$ cat src/design/torque_off_pkg.sv
package torque_off_pkg;

	// ----------------------------------------
	// timing
	// ----------------------------------------
	localparam int CLK_PERIOD_NS     = 40;
	localparam int TICK_TIME_NS      = 100000;
	localparam int TICK_CYCLES       = TICK_TIME_NS / CLK_PERIOD_NS;
	localparam int TEST_PULSE_MAX_US = 1500;
	// low filter must outlast the longest test pulse and stay far below the response limit
	localparam int FILTER_TIME_US    = 2000;
	localparam int FILTER_TICKS      = (FILTER_TIME_US * 1000 + TICK_TIME_NS - 1) / TICK_TIME_NS;
	localparam int RESPONSE_MAX_US   = 15000;
	localparam int FAULT_MAY_MS      = 1000;
	localparam int FAULT_MUST_MS     = 5000;
	// latch just past the earliest allowed point, well inside the latest
	localparam int FAULT_LATCH_TICKS = (FAULT_MAY_MS * 1000) / (TICK_TIME_NS / 1000);

	// ----------------------------------------
	// widths and reset values
	// ----------------------------------------
	localparam int TICK_W   = 16;
	localparam int FILTER_W = 8;
	localparam int TIMER_W  = 16;
	localparam int CHANNELS = 2;

	localparam logic [7:0]         TRIP_CODE      = 8'h1f;
	localparam logic [7:0]         NO_TRIP_CODE   = 8'h00;
	localparam logic [TICK_W-1:0]  TICK_RESET     = 16'h0000;
	localparam logic [FILTER_W-1:0] FILTER_RESET  = 8'h00;
	localparam logic [TIMER_W-1:0] TIMER_RESET    = 16'h0000;

	// ----------------------------------------
	// types
	// ----------------------------------------
	typedef enum logic [2:0] {
		MODE_OFF   = 3'b001,
		MODE_RUN   = 3'b010,
		MODE_FAULT = 3'b100
	} mode_type;

	typedef struct packed {
		logic [TICK_W-1:0] count;
		logic              tick;
	} tick_state_type;

	typedef struct packed {
		logic                meta;
		logic                sync;
		logic                level;
		logic [FILTER_W-1:0] low_cnt;
	} chan_state_type;

	typedef struct packed {
		logic       power_enable_a;
		logic       power_enable_b;
		logic       run_enable;
		logic       safe_torque_removal;
		logic       trip;
		logic [7:0] trip_code;
		logic       fault_latched;
		logic       mismatch;
		logic       ack_refused;
	} status_type;

	typedef struct packed {
		mode_type           mode;
		logic [TIMER_W-1:0] mismatch_ticks;
		logic               fault_meta;
		logic               fault_sync;
		status_type         status;
	} top_state_type;

endpackage

$ cat src/design/channel_filter.sv
`timescale 1ns/100ps
`default_nettype none

module channel_filter
	import torque_off_pkg::*;
#(
	parameter int LOW_TICKS = FILTER_TICKS
) (
	input  wire logic i_clk,
	input  wire logic i_rst,
	input  wire logic i_tick,
	input  wire logic i_pin,
	output logic      o_sync,
	output logic      o_level
);

	chan_state_type q;
	chan_state_type d;

	always_comb begin
		d = q;
		d.meta = i_pin;
		d.sync = q.meta;
		if (q.sync) begin
			// high releases at once; only low needs proof
			d.level   = 1'b1;
			d.low_cnt = FILTER_RESET;
		end else if (q.level && i_tick) begin
			if (q.low_cnt >= FILTER_W'(LOW_TICKS - 1)) begin
				d.level   = 1'b0;
				d.low_cnt = FILTER_RESET;
			end else begin
				d.low_cnt = q.low_cnt + FILTER_W'(1);
			end
		end
	end

	always_ff @(posedge i_clk) begin
		if (i_rst) begin
			q <= '{meta: 1'b0, sync: 1'b0, level: 1'b0, low_cnt: FILTER_RESET};
		end else begin
			q <= d;
		end
	end

	assign o_sync  = q.sync;
	assign o_level = q.level;

endmodule

`default_nettype wire

$ cat src/design/tick_divider.sv
`timescale 1ns/100ps
`default_nettype none

module tick_divider
	import torque_off_pkg::*;
#(
	parameter int CYCLES = TICK_CYCLES
) (
	input  wire logic i_clk,
	input  wire logic i_rst,
	output logic      o_tick
);

	tick_state_type q;
	tick_state_type d;

	always_comb begin
		d = q;
		d.tick = 1'b0;
		if (q.count == TICK_W'(CYCLES - 1)) begin
			d.count = TICK_RESET;
			d.tick  = 1'b1;
		end else begin
			d.count = q.count + TICK_W'(1);
		end
	end

	always_ff @(posedge i_clk) begin
		if (i_rst) begin
			q <= '{count: TICK_RESET, tick: 1'b0};
		end else begin
			q <= d;
		end
	end

	assign o_tick = q.tick;

endmodule

`default_nettype wire

$ cat src/design/torque_off_monitor.sv
// Contract
// channel A low or open requests torque off and stops the drive.
// channel B low or open does the same, independent of channel A.
// both channels high release the power stage to software control.
// any torque off blocks start and power and reports a trip.
// one requesting channel alone removes torque within 15 ms.
// channels unequal over one second may latch the fault state.
// channels unequal over five seconds must latch the fault state.
// latched fault holds until power cycle; input changes never clear it.
// energy is removed within 15 ms of a torque off request.
// external controller keeps low test pulses at most 1.5 ms.
// detected internal failure applies torque off automatically.
// the two channels stay independent against a single failure.
// trips report code 31; unacknowledgeable trip marks a defect.
// torque off overrides every start command, software only reports.
// disagreement timer runs only while channels differ, else restarts.
`timescale 1ns/100ps
`default_nettype none

module torque_off_monitor
	import torque_off_pkg::*;
#(
	parameter int TICK_CYCLES_P   = TICK_CYCLES,
	parameter int FILTER_TICKS_P  = FILTER_TICKS,
	parameter int LATCH_TICKS_P   = FAULT_LATCH_TICKS
) (
	input  wire logic i_clk,
	input  wire logic i_rst,
	input  wire logic i_torque_off_input_a,
	input  wire logic i_torque_off_input_b,
	input  wire logic i_internal_fault,
	input  wire logic i_run_request,
	input  wire logic i_trip_ack,
	output status_type o_status
);

	// ----------------------------------------
	// time base and channel conditioning
	// ----------------------------------------
	logic                tick;
	logic [CHANNELS-1:0] pins;
	logic [CHANNELS-1:0] chan_sync;
	logic [CHANNELS-1:0] chan_level;

	assign pins = {i_torque_off_input_b, i_torque_off_input_a};

	tick_divider #(
		.CYCLES(TICK_CYCLES_P)
	) u_tick (
		.i_clk (i_clk),
		.i_rst (i_rst),
		.o_tick(tick)
	);

	// separate filters so a stuck path cannot mask the other one
	for (genvar ch = 0; ch < CHANNELS; ch++) begin : g_chan
		channel_filter #(
			.LOW_TICKS(FILTER_TICKS_P)
		) u_filter (
			.i_clk  (i_clk),
			.i_rst  (i_rst),
			.i_tick (tick),
			.i_pin  (pins[ch]),
			.o_sync (chan_sync[ch]),
			.o_level(chan_level[ch])
		);
	end

	// ----------------------------------------
	// monitor state
	// ----------------------------------------
	top_state_type q;
	top_state_type d;

	logic differ;
	logic fault_now;
	logic a_ok;
	logic b_ok;

	always_comb begin
		d         = q;
		d.fault_meta = i_internal_fault;
		d.fault_sync = q.fault_meta;
		differ    = chan_sync[0] ^ chan_sync[1];
		fault_now = 1'b0;

		if (q.mode != MODE_FAULT) begin
			if (!differ) begin
				d.mismatch_ticks = TIMER_RESET;
			end else if (tick && q.mismatch_ticks <= TIMER_W'(LATCH_TICKS_P)) begin
				d.mismatch_ticks = q.mismatch_ticks + TIMER_W'(1);
			end
		end

		// latch once the count is past the limit: after 1 s, long before 5 s
		if (q.mode == MODE_FAULT || q.fault_sync ||
			q.mismatch_ticks > TIMER_W'(LATCH_TICKS_P)) begin
			fault_now = 1'b1;
		end

		a_ok = chan_level[0] && !fault_now;
		b_ok = chan_level[1] && !fault_now;

		unique case (q.mode)
			MODE_FAULT: d.mode = MODE_FAULT;
			MODE_RUN,
			MODE_OFF: begin
				if (fault_now) begin
					d.mode = MODE_FAULT;
				end else if (a_ok && b_ok) begin
					d.mode = MODE_RUN;
				end else begin
					d.mode = MODE_OFF;
				end
			end
			default: d.mode = MODE_FAULT;
		endcase

		d.status.power_enable_a      = a_ok;
		d.status.power_enable_b      = b_ok;
		d.status.safe_torque_removal = !(a_ok && b_ok);
		// software start can never bypass the two enables
		d.status.run_enable          = a_ok && b_ok && i_run_request;
		d.status.fault_latched       = (d.mode == MODE_FAULT);
		d.status.mismatch            = differ;
		d.status.ack_refused         = 1'b0;

		// set wins over acknowledge
		if (!(a_ok && b_ok)) begin
			d.status.trip = 1'b1;
			if (i_trip_ack) begin
				d.status.ack_refused = 1'b1;
			end
		end else if (i_trip_ack) begin
			d.status.trip = 1'b0;
		end
		d.status.trip_code = d.status.trip ? TRIP_CODE : NO_TRIP_CODE;
	end

	always_ff @(posedge i_clk) begin
		if (i_rst) begin
			q.mode           <= MODE_OFF;
			q.mismatch_ticks <= TIMER_RESET;
			q.fault_meta     <= 1'b0;
			q.fault_sync     <= 1'b0;
			q.status         <= '{power_enable_a: 1'b0, power_enable_b: 1'b0, run_enable: 1'b0,
				safe_torque_removal: 1'b1, trip: 1'b1, trip_code: TRIP_CODE,
				fault_latched: 1'b0, mismatch: 1'b0, ack_refused: 1'b0};
		end else begin
			q <= d;
		end
	end

	assign o_status = q.status;

endmodule

`default_nettype wire

$ cat config.mk
export PLATFORM = sky130hd
export DESIGN_NAME = torque_off_monitor
export DESIGN_NICKNAME = d
export VERILOG_FILES = /design/src/design/torque_off_pkg.sv /design/src/design/channel_filter.sv /design/src/design/tick_divider.sv /design/src/design/torque_off_monitor.sv
export SDC_FILE = /design/constraint.sdc
export NUM_CORES = 1
export LEC_CHECK = 0
export BUFFER_PORTS_ARGS = -buffer_cell sky130_fd_sc_hd__buf_2
export CAP_MARGIN = 20
export CORE_MARGIN = 1.5
export CORE_UTILIZATION = 60
export DETAILED_ROUTE_END_ITERATION = 12
export PLACE_DENSITY = 0.8
export SYNTH_ARGS = -nofsm -noshare
export SYNTH_HDL_FRONTEND = slang
export SYNTH_SLANG_ARGS = --single-unit
$ cat constraint.sdc
create_clock -name i_clk -period 5.24 [get_ports i_clk]
set_clock_uncertainty 0.1 [all_clocks]
set_input_delay 0.786 -clock i_clk [delete_from_list [all_inputs] [get_ports i_clk]]
set_output_delay 0.786 -clock i_clk [all_outputs]
set_load 0.02 [all_outputs]
Word level (Yosys, flattened, before mapping):

Index checks and enable logic that the tools add are counted.

* bits in registers: 76
* input port bits: 7
* output and inout port bits: 16
* logic and storage cells: 81

* add/sub/neg operators: 4
* order comparisons: 4
* equal/unequal tests: 7
* multiplexer cells: 19
* bitwise operators: 1
* reduce and logical (&&, ||, !) cells: 23

Operator list (number)
* $mux W9: 4
* $add A16 B1 Y16 const B: 2
* $mux W16: 2
* $add A8 B1 Y8 const B: 2
* $eq A16 B12 Y1 const B: 1
* $ge A8 B5 Y1 const B: 2
* $gt A16 B14 Y1 const B: 1
* $le A16 B14 Y1 const B: 1
* $mux W8: 2
* $reduce_or A2 Y1: 5
* $reduce_bool A2 Y1: 4
* $logic_and A1 B1 Y1: 7
* $mux W1: 7
* $eq A3 B3 Y1 const B: 2
* $mux W3: 2
* $reduce_and A2 Y1: 3
* $mux W5: 1
* $eq A3 B1 Y1 const B: 1
* $eq A3 B2 Y1 const B: 1
* $ne A3 B3 Y1 const B: 1
* $logic_not A1 Y1: 2
* $logic_or A1 B1 Y1: 2
* $mux W2: 1
* $ne A2 B1 Y1 const B: 1
* $xor A1 B1 Y1: 1

Longest topological paths before layout:

Gate-level depths: netlist of the first run.

* depth after elaboration: 11
* mapped depth: 8
* gate-level depth less buffers: 8

By module:

From an unflattened synthesis of the first run, not the netlist that was laid out.

* cells, all modules: 344
* area total of the unflattened synthesis: 3150.5 sq um

Modules (own cells, without submodules)
* torque_off_monitor: instances 1, cells each 164, area each 1418.9 sq um, seq. area each 580.6 sq um
* channel_filter: instances 2, cells each 48, area each 465.4 sq um, seq. area each 220.2 sq um
* tick_divider: instances 1, cells each 84, area each 800.8 sq um, seq. area each 340.3 sq um

Worst setup path after synthesis of the first run:

No wires, ideal clock.

* path kind: register to register
* from: reg q[18] (netlist name)
* to: reg q[28] (netlist name)
* library setup time: 0.070 ns
* data arrival time: 2.214 ns
* required time: 5.070 ns
* path slack: 2.856 ns
* cell stages (with the launch flop): 8
* buffers on the path: 0
* clock period less this slack: 2.384 ns
* cells stage by stage: dfxtp_1 inv_1 ha_1 or4bb_1 or4_4 o211a_4 or4_1 a21oi_1

* cells in the longest elaborated chain, start to end: 4
* elaborated cells on any way between the ends: 7
* those cells by class: add/sub: 1; order compare: 1; eq/ne: 1; mux: 2; reduce/logical: 2

Ends and longest elaborated chain
* start: declaration: line torque_off_monitor.sv:72 `top_state_type q;`
* $le A16 B14 Y1: line torque_off_monitor.sv:90 `end else if (tick && q.mismatch_ticks <= TIMER_W'(LATCH_TICKS_P)) begin`
* $logic_and A1 B1 Y1: line torque_off_monitor.sv:90
* $ne A2 B1 Y1 (no line)
* $reduce_and A2 Y1 (no line)

Several ways; a longest one is shown, not always the timed one. The select of a mux whose other input is x is not followed.
A chain may end at the register's enable or synchronous reset.

Worst setup path in the final report of the first run:

* from: reg q[18] (netlist name)
* to: reg q[30] (netlist name)

The elaborated chain is that of the path after synthesis.

==> results of run 1 <==
-- worst max-delay path, stage by stage (launching register included) --
cell and delay, ps:
dfxtp_1 360, inv_1 70, ha_1 140, or4bb_1 400
or4_4 460, o211a_4 320, or4_1 520, a21oi_1 170
-- report_power, final --
| group | total [W] | switching, W | internal, W |
|---|---|---|---|
| clock | 0.000462 | 0.000197 | 0.000266 |
| combinational | 0.0000424 | 0.0000279 | 0.0000145 |
| sequential | 0.000531 | 0.00000556 | 0.000526 |
-- cells in the final DEF, fill, tap and decap left out, drive strengths merged, types with 9 or more instances in the layout --
| cell type | Yosys | final |
|---|---|---|
| nand2 | 22 | 22 |
| nor2 | 46 | 46 |
| clkbuf | 13 | 9 |
| buf | 16 | 19 |
| xor2 | 11 | 11 |
| a21oi | 16 | 16 |
| nand4 | 11 | 11 |
| dfxtp | 68 | 68 |
| xnor2 | 14 | 14 |
| inv | 10 | 11 |
-- logic make-up after synthesis --
| kind of cell | after synthesis | synth area share, % |
|---|---|---|
| DFF | 68 | 46.5 |
| other | 1 | 0.128 |
| adders and majority gates | 5 | 2.14 |
| xor gates and xnor gates | 25 | 7.48 |
| and+or+nand+nor | 141 | 25.4 |
| AOI/OAI and AO/OA | 49 | 11.3 |
| buffers and inverters | 39 | 7.05 |
-- registers in the layout (all words and copies together), names as in the netlist --
name,count
q,20
g_chan.u_filter.o_level,2
o_status,8
g_chan.u_filter.q,16
u_tick.o_tick,1
u_tick.q,16
d,1
g_chan.u_filter.d,2
g_chan.u_filter.o_sync,2
-- through the flow --
step / std cells / util, %
floorplan: 330 / -
global placement: 387 / 62.4
detailed placement: 387 / 62.4
CTS: 402 / 66.9
global route: 402 / 66.9
finish: 402 / 66.9
-- routing by layer --
metal | vias to the layer above | routed length, um | part of all wire (%)
met1 | 1014 | 2460 | 48
met3 | 7 | 238 | 4.7
li1 | 1127 | - | -
met4 | 0 | 65 | 1.3
met5 | - | 0 | 0
met2 | 52 | 2310 | 46
-- final timing paths --
check | slack (ps) | endpoint | startpoint
hold reg to reg | 330 | g_chan[0].u_filter.o_sync$_SDFF_PP0_ | g_chan[0].u_filter.d[9]$_SDFF_PP0_
setup reg to reg | 2630 | q[30]$_SDFFE_PP0P_ | q[18]$_SDFFE_PP0P_
hold / removal | 330 | g_chan[0].u_filter.o_sync$_SDFF_PP0_ | g_chan[0].u_filter.d[9]$_SDFF_PP0_
setup / recovery | 2630 | q[30]$_SDFFE_PP0P_ | q[18]$_SDFFE_PP0P_
-- layout make-up --
cell class | instances | area (sq um)
tap | 67 | 83.8
multi-input combinational | 223 | 1370
sequential | 68 | 1360
timing repair buffer | 19 | 95.1
clock buffer | 9 | 124
fill | 395 | 1570
inverter | 10 | 37.5
clock inverter | 6 | 88.8
==> reports/qor.csv, run 1 <==
stage,metric,value,unit
floorplan,die_w,72.9,um
placement,io_buffer_count,19,
grt,grt.overflow.total,0,
grt,grt_use_met3,8.98,%
clocking,root_buffer,clkbuf_8,
grt,antenna_found_initial,0,
floorplan,start_util,62.0,%
final_layout,area_growth,7.86,%
status,run_status,"finished, final reports clean",
grt,grtUsageMet1,25.8,%
final_layout,fin_nets,343,
worst_setup_path,crit_type,register to register,
drt,drc,0,
floorplan,ios,23,
drt,firstDrtPassIters,4,
timing,setup_ws,2630,ps
grt,track_usage,22.3,%
drt,vias_per_cell,5.47,
placement,dp_hpwl,3420,um
worst_setup_path,cp-start-kind,register,
grt,gr-usage-met2,35.8,%
synth,synthTopCellsByArea,"dfxtp_1, nor2_1, xnor2_1, buf_4, xor2_1",
timing,tns,0,ps
synth,yosys_warnings,0,
power_and_ir_drop,irDropWorstVdd,0.000254,V
clocking,clk_latency,350,ps
synth,synth_top_area_share,46.5,%
placement,placed_area,2950,sq um
worst_setup_path,cp.arrival,2800,ps
synth,yosysTopAreaCell,dfxtp_1,
power_and_ir_drop,finalPower,0.00104,W
timing,holdWs,334,ps
timing,max_slew_margin,53.8,%
grt,grt_max_degree,26,
power_and_ir_drop,powerDensity,328,nW/um^2
timing,slew_viol_final,0,
synth,synth_commonest_cells,"dfxtp_1, nor2_1, nand2_1",
worst_setup_path,cp_max_fo,19,
clocking,postCtsHoldBufs,0,
worst_setup_path,crit_path_end_kind,register,
timing,worstMarginPinSlew,684,ps
floorplan,fp.coreArea,4720,sq um
clocking,numCtsBuffers,9,
synth,yosysMostFrequentCell,dfxtp_1,
worst_setup_path,critical_path_required,5420,ps
drt,wl_per_cell,12.6,um
clocking,ctsHtreeMaxLevel,3,
synth,netlist_area,2930,sq um
power_and_ir_drop,p_leak,1.15,nW
synth,synth.avg_cell_area,8.93,sq um
timing,finalSetupViolations,0,
floorplan,die_y,72.9,um
synth,synth-async-reset-ratio,0,%
final_layout,drive_above_1_share,11.9,%
final_layout,antenna_cells,0,
floorplan,dieArea,5310,sq um
synth,yosysSeqAreaShare,46.5,%
placement,place.gp.congestion,0.930,
clocking,cts.sinks,68,
grt,grt_pass1_wl,8910,um
flow_run,maxCapViolCount,0,
min_path,holdPathStages,1,
synth,synthFlopType,dfxtp_1,
timing,fin_crit,2610,ps
timing,clock.fmax,383,MHz
clocking,clkSlewWorstSetupHoldPaths,70,ps
drt,drtIter0Drc,125,
clocking,cts_tree,done,
final_layout,stdcell_area,3160,sq um
timing,final.period_utilization,49.9,%
floorplan,row_count,25,
drt,drt_wl_total,5070,um
worst_setup_path,reg2regPathDepth,7,
clocking,cts_setup_buffers,0,
synth,synthCells,328,
synth,synth_cell_types,43,
timing,rsz0062_at_grt,false,
drt,vias,2200,
drt,drtAntennaViolNets,0,
clocking,post_cts_resized,0,
grt,grt_pass1_vias,2077,
synth,ys_ff_latch,68,
clocking,cts_buffer_depth,2,
placement,dp_slack,2660,ps
grt,busiest_layer,met2,
synth,synth_edf_count,0,
timing,finalHoldViolCount,0,
min_path,hp-class,register to register,
Note: power is estimated with default switching activity, not from simulation.
==> run 2, diff against run 1 <==
- CORE_UTILIZATION: 60 -> 59
- PLACE_DENSITY: 0.8 -> 0.79
- clock period: 5.24 -> 2.6 ns (I/O delays scaled with it)
==> reports/qor.csv, run 2 (synthesized netlist as in run 1, its figures left out) <==
stage,metric,value,unit
final_layout,layout_common_cells,"dfxtp_1, nor2_1, nand2_1",
placement,dp_slack,60.2,ps
worst_setup_path,max_stage_delay,510,ps
final_layout,antenna_cells,0,
drt,vias,2308,
flow_run,maxCapViolCount,0,
power_and_ir_drop,p_comb_share,5.1,%
clocking,cts.sinks,68,
clocking,postCtsHoldBufs,0,
final_layout,largest_reg_flops,20,
clocking,cts_buffer_depth,2,
grt,antenna_found_initial,0,
timing,final.period_utilization,98.1,%
drt,drtIter0Drc,168,
worst_setup_path,critical_path_required,2770,ps
timing,clock.fmax,392,MHz
timing,tns,0,ps
final_layout,area_growth,10.7,%
floorplan,ios,23,
clocking,ctsHtreeMaxLevel,3,
timing,finalSetupViolations,0,
grt,grt_pass1_vias,2093,
floorplan,fp.coreArea,4750,sq um
drt,dr.max_layer_used,met4,
worst_setup_path,path_cells,inv_4 > ha_4 > or4bb_1 > or4_4 > o211a_2 > or4_1 > a21oi_1,
timing,holdWs,150,ps
power_and_ir_drop,p_leak,1.20,nW
power_and_ir_drop,irDropWorstVdd,0.000470,V
worst_setup_path,cp_slowest_cell,or4_1,
power_and_ir_drop,powerDensity,597,nW/um^2
drt,met3_length,331,um
drt,vias_per_cell,5.57,
drt,firstDrtPassIters,4,
floorplan,die_w,73.4,um
drt,drt_wl_total,5510,um
worst_setup_path,crit_buf_inv,1,
timing,finalHoldViolCount,0,
floorplan,die_y,73.4,um
power_and_ir_drop,seqPwrFrac,55.3,%
drt,wl_per_cell,13.3,um
floorplan,dieArea,5390,sq um
timing,max_slew_margin,50.5,%
drt,met1Wirelength,2490,um
power_and_ir_drop,pwr-share-clk,39.6,%
final_layout,biggestRegsByFlops,"q (20), g_chan.u_filter.q (16), u_tick.q (16)",
power_and_ir_drop,internal_power,0.00147,W
floorplan,row_count,25,
clocking,root_buffer,clkbuf_8,
power_and_ir_drop,switching_share,24.3,%
drt,drtAntennaViolNets,0,
status,run_status,"finished, final reports clean",
worst_setup_path,cp-start-kind,register,
grt,grt.overflow.total,0,
final_layout,final_common_cell,dfxtp_1,
clocking,cts_tree,done,
worst_setup_path,crit_type,register to register,
floorplan,start_util,61.6,%
final_layout,fin_nets,354,
clocking,clkSlewWorstSetupHoldPaths,70,ps
drt,drc,0,
timing,setup_ws,48.6,ps
placement,place.gp.congestion,0.855,
worst_setup_path,crit_path_end_kind,register,
final_layout,drive_above_1_share,17.9,%
clocking,clk_latency,350,ps
placement,io_buffer_count,19,
min_path,hp-class,input port to register,
placement,dp_hpwl,3600,um
grt,grt_max_degree,26,
power_and_ir_drop,netSwitchingPower,0.000470,W
worst_setup_path,critPathTopFamily,simple AND/OR/NAND/NOR gates,
grt,track_usage,22.5,%
worst_setup_path,cp.arrival,2730,ps
drt,met2_length,2540,um
worst_setup_path,cp_max_fo,6,
timing,worstMarginPinSlew,732,ps
final_layout,max_flop_register,q,
clocking,numCtsBuffers,9,
grt,grt_pass1_wl,9200,um
timing,fin_crit,2550,ps
timing,slew_viol_final,0,
==> run 2: power groups by stage <==
stage | registers, W | clock network [W] | logic, W
5_1_grt | 0.00107 | 0.000837 | 0.000109
3_5_place_dp | 0.00110 | 0 | 0.0000904
2_1_floorplan | 0.00109 | 0 | 0.0000753
4_1_cts | 0.00107 | 0.000788 | 0.0000912
6_report | 0.00107 | 0.000766 | 0.0000988
3_3_place_gp | 0.00109 | 0 | 0.0000890
==> run 2: layout make-up <==
class	count	area [sq um]
fillers	394	1510
multi-input cells	224	1410
flip-flops and latches	68	1370
repair buffers	29	168
clock buffers	10	138
well taps	67	83.8
inverters	10	40.0
clock inverters	6	38.8
==> run 2: worst paths after layout <==
| path | start | to | slack (ps) | cells after the start |
|---|---|---|---|---|
| worst min-delay path | i_torque_off_input_b | g_chan[1].u_filter.d[9]$_SDFF_PP0_ | 150 | 2 |
| worst min register to register | d[16]$_SDFF_PP0_ | q[16]$_SDFF_PP0_ | 350 | 1 |
| worst max register to register | q[19]$_SDFFE_PP0P_ | q[26]$_SDFFE_PP0P_ | 50 | 7 |
| worst max-delay path | q[19]$_SDFFE_PP0P_ | q[26]$_SDFFE_PP0P_ | 50 | 7 |
==> run 2: worst register-to-register path, stage by stage (launching register included) <==
cell     delay (ps)
dfxtp_4         360
inv_4            50
ha_4            110
or4bb_1         400
or4_4           480
o211a_2         320
or4_1           510
a21oi_1         150
==> run 2: timing repair <==
| action | 4_1_cts | 5_1_grt |
|---|---|---|
| buffers inserted | 0 | 4 |
| gates resized for setup | 0 | 13 |
| setup endpoints to repair | 0 | 5 |
==> run 2: per-stage QoR <==
stage	instance area [sq um]	instances	power, W	utilization (%)
after global routing	3240	414	0.00202	68.2
after global placement	2990	393	0.00118	62.9
after detailed placement	2990	393	0.00119	62.9
final	3240	414	0.00194	68.2
after floorplan	2940	330	0.00117	-
after CTS	3170	409	0.00195	66.6
==> run 2: per-layer routing <==
metal | GRT usage [%] | vias to the layer above
li1 | - | 1159
met1 | 27.7 | 1063
met2 | 35.3 | 73
met3 | 9.60 | 13
met4 | 8.02 | 0
met5 | 0 | -
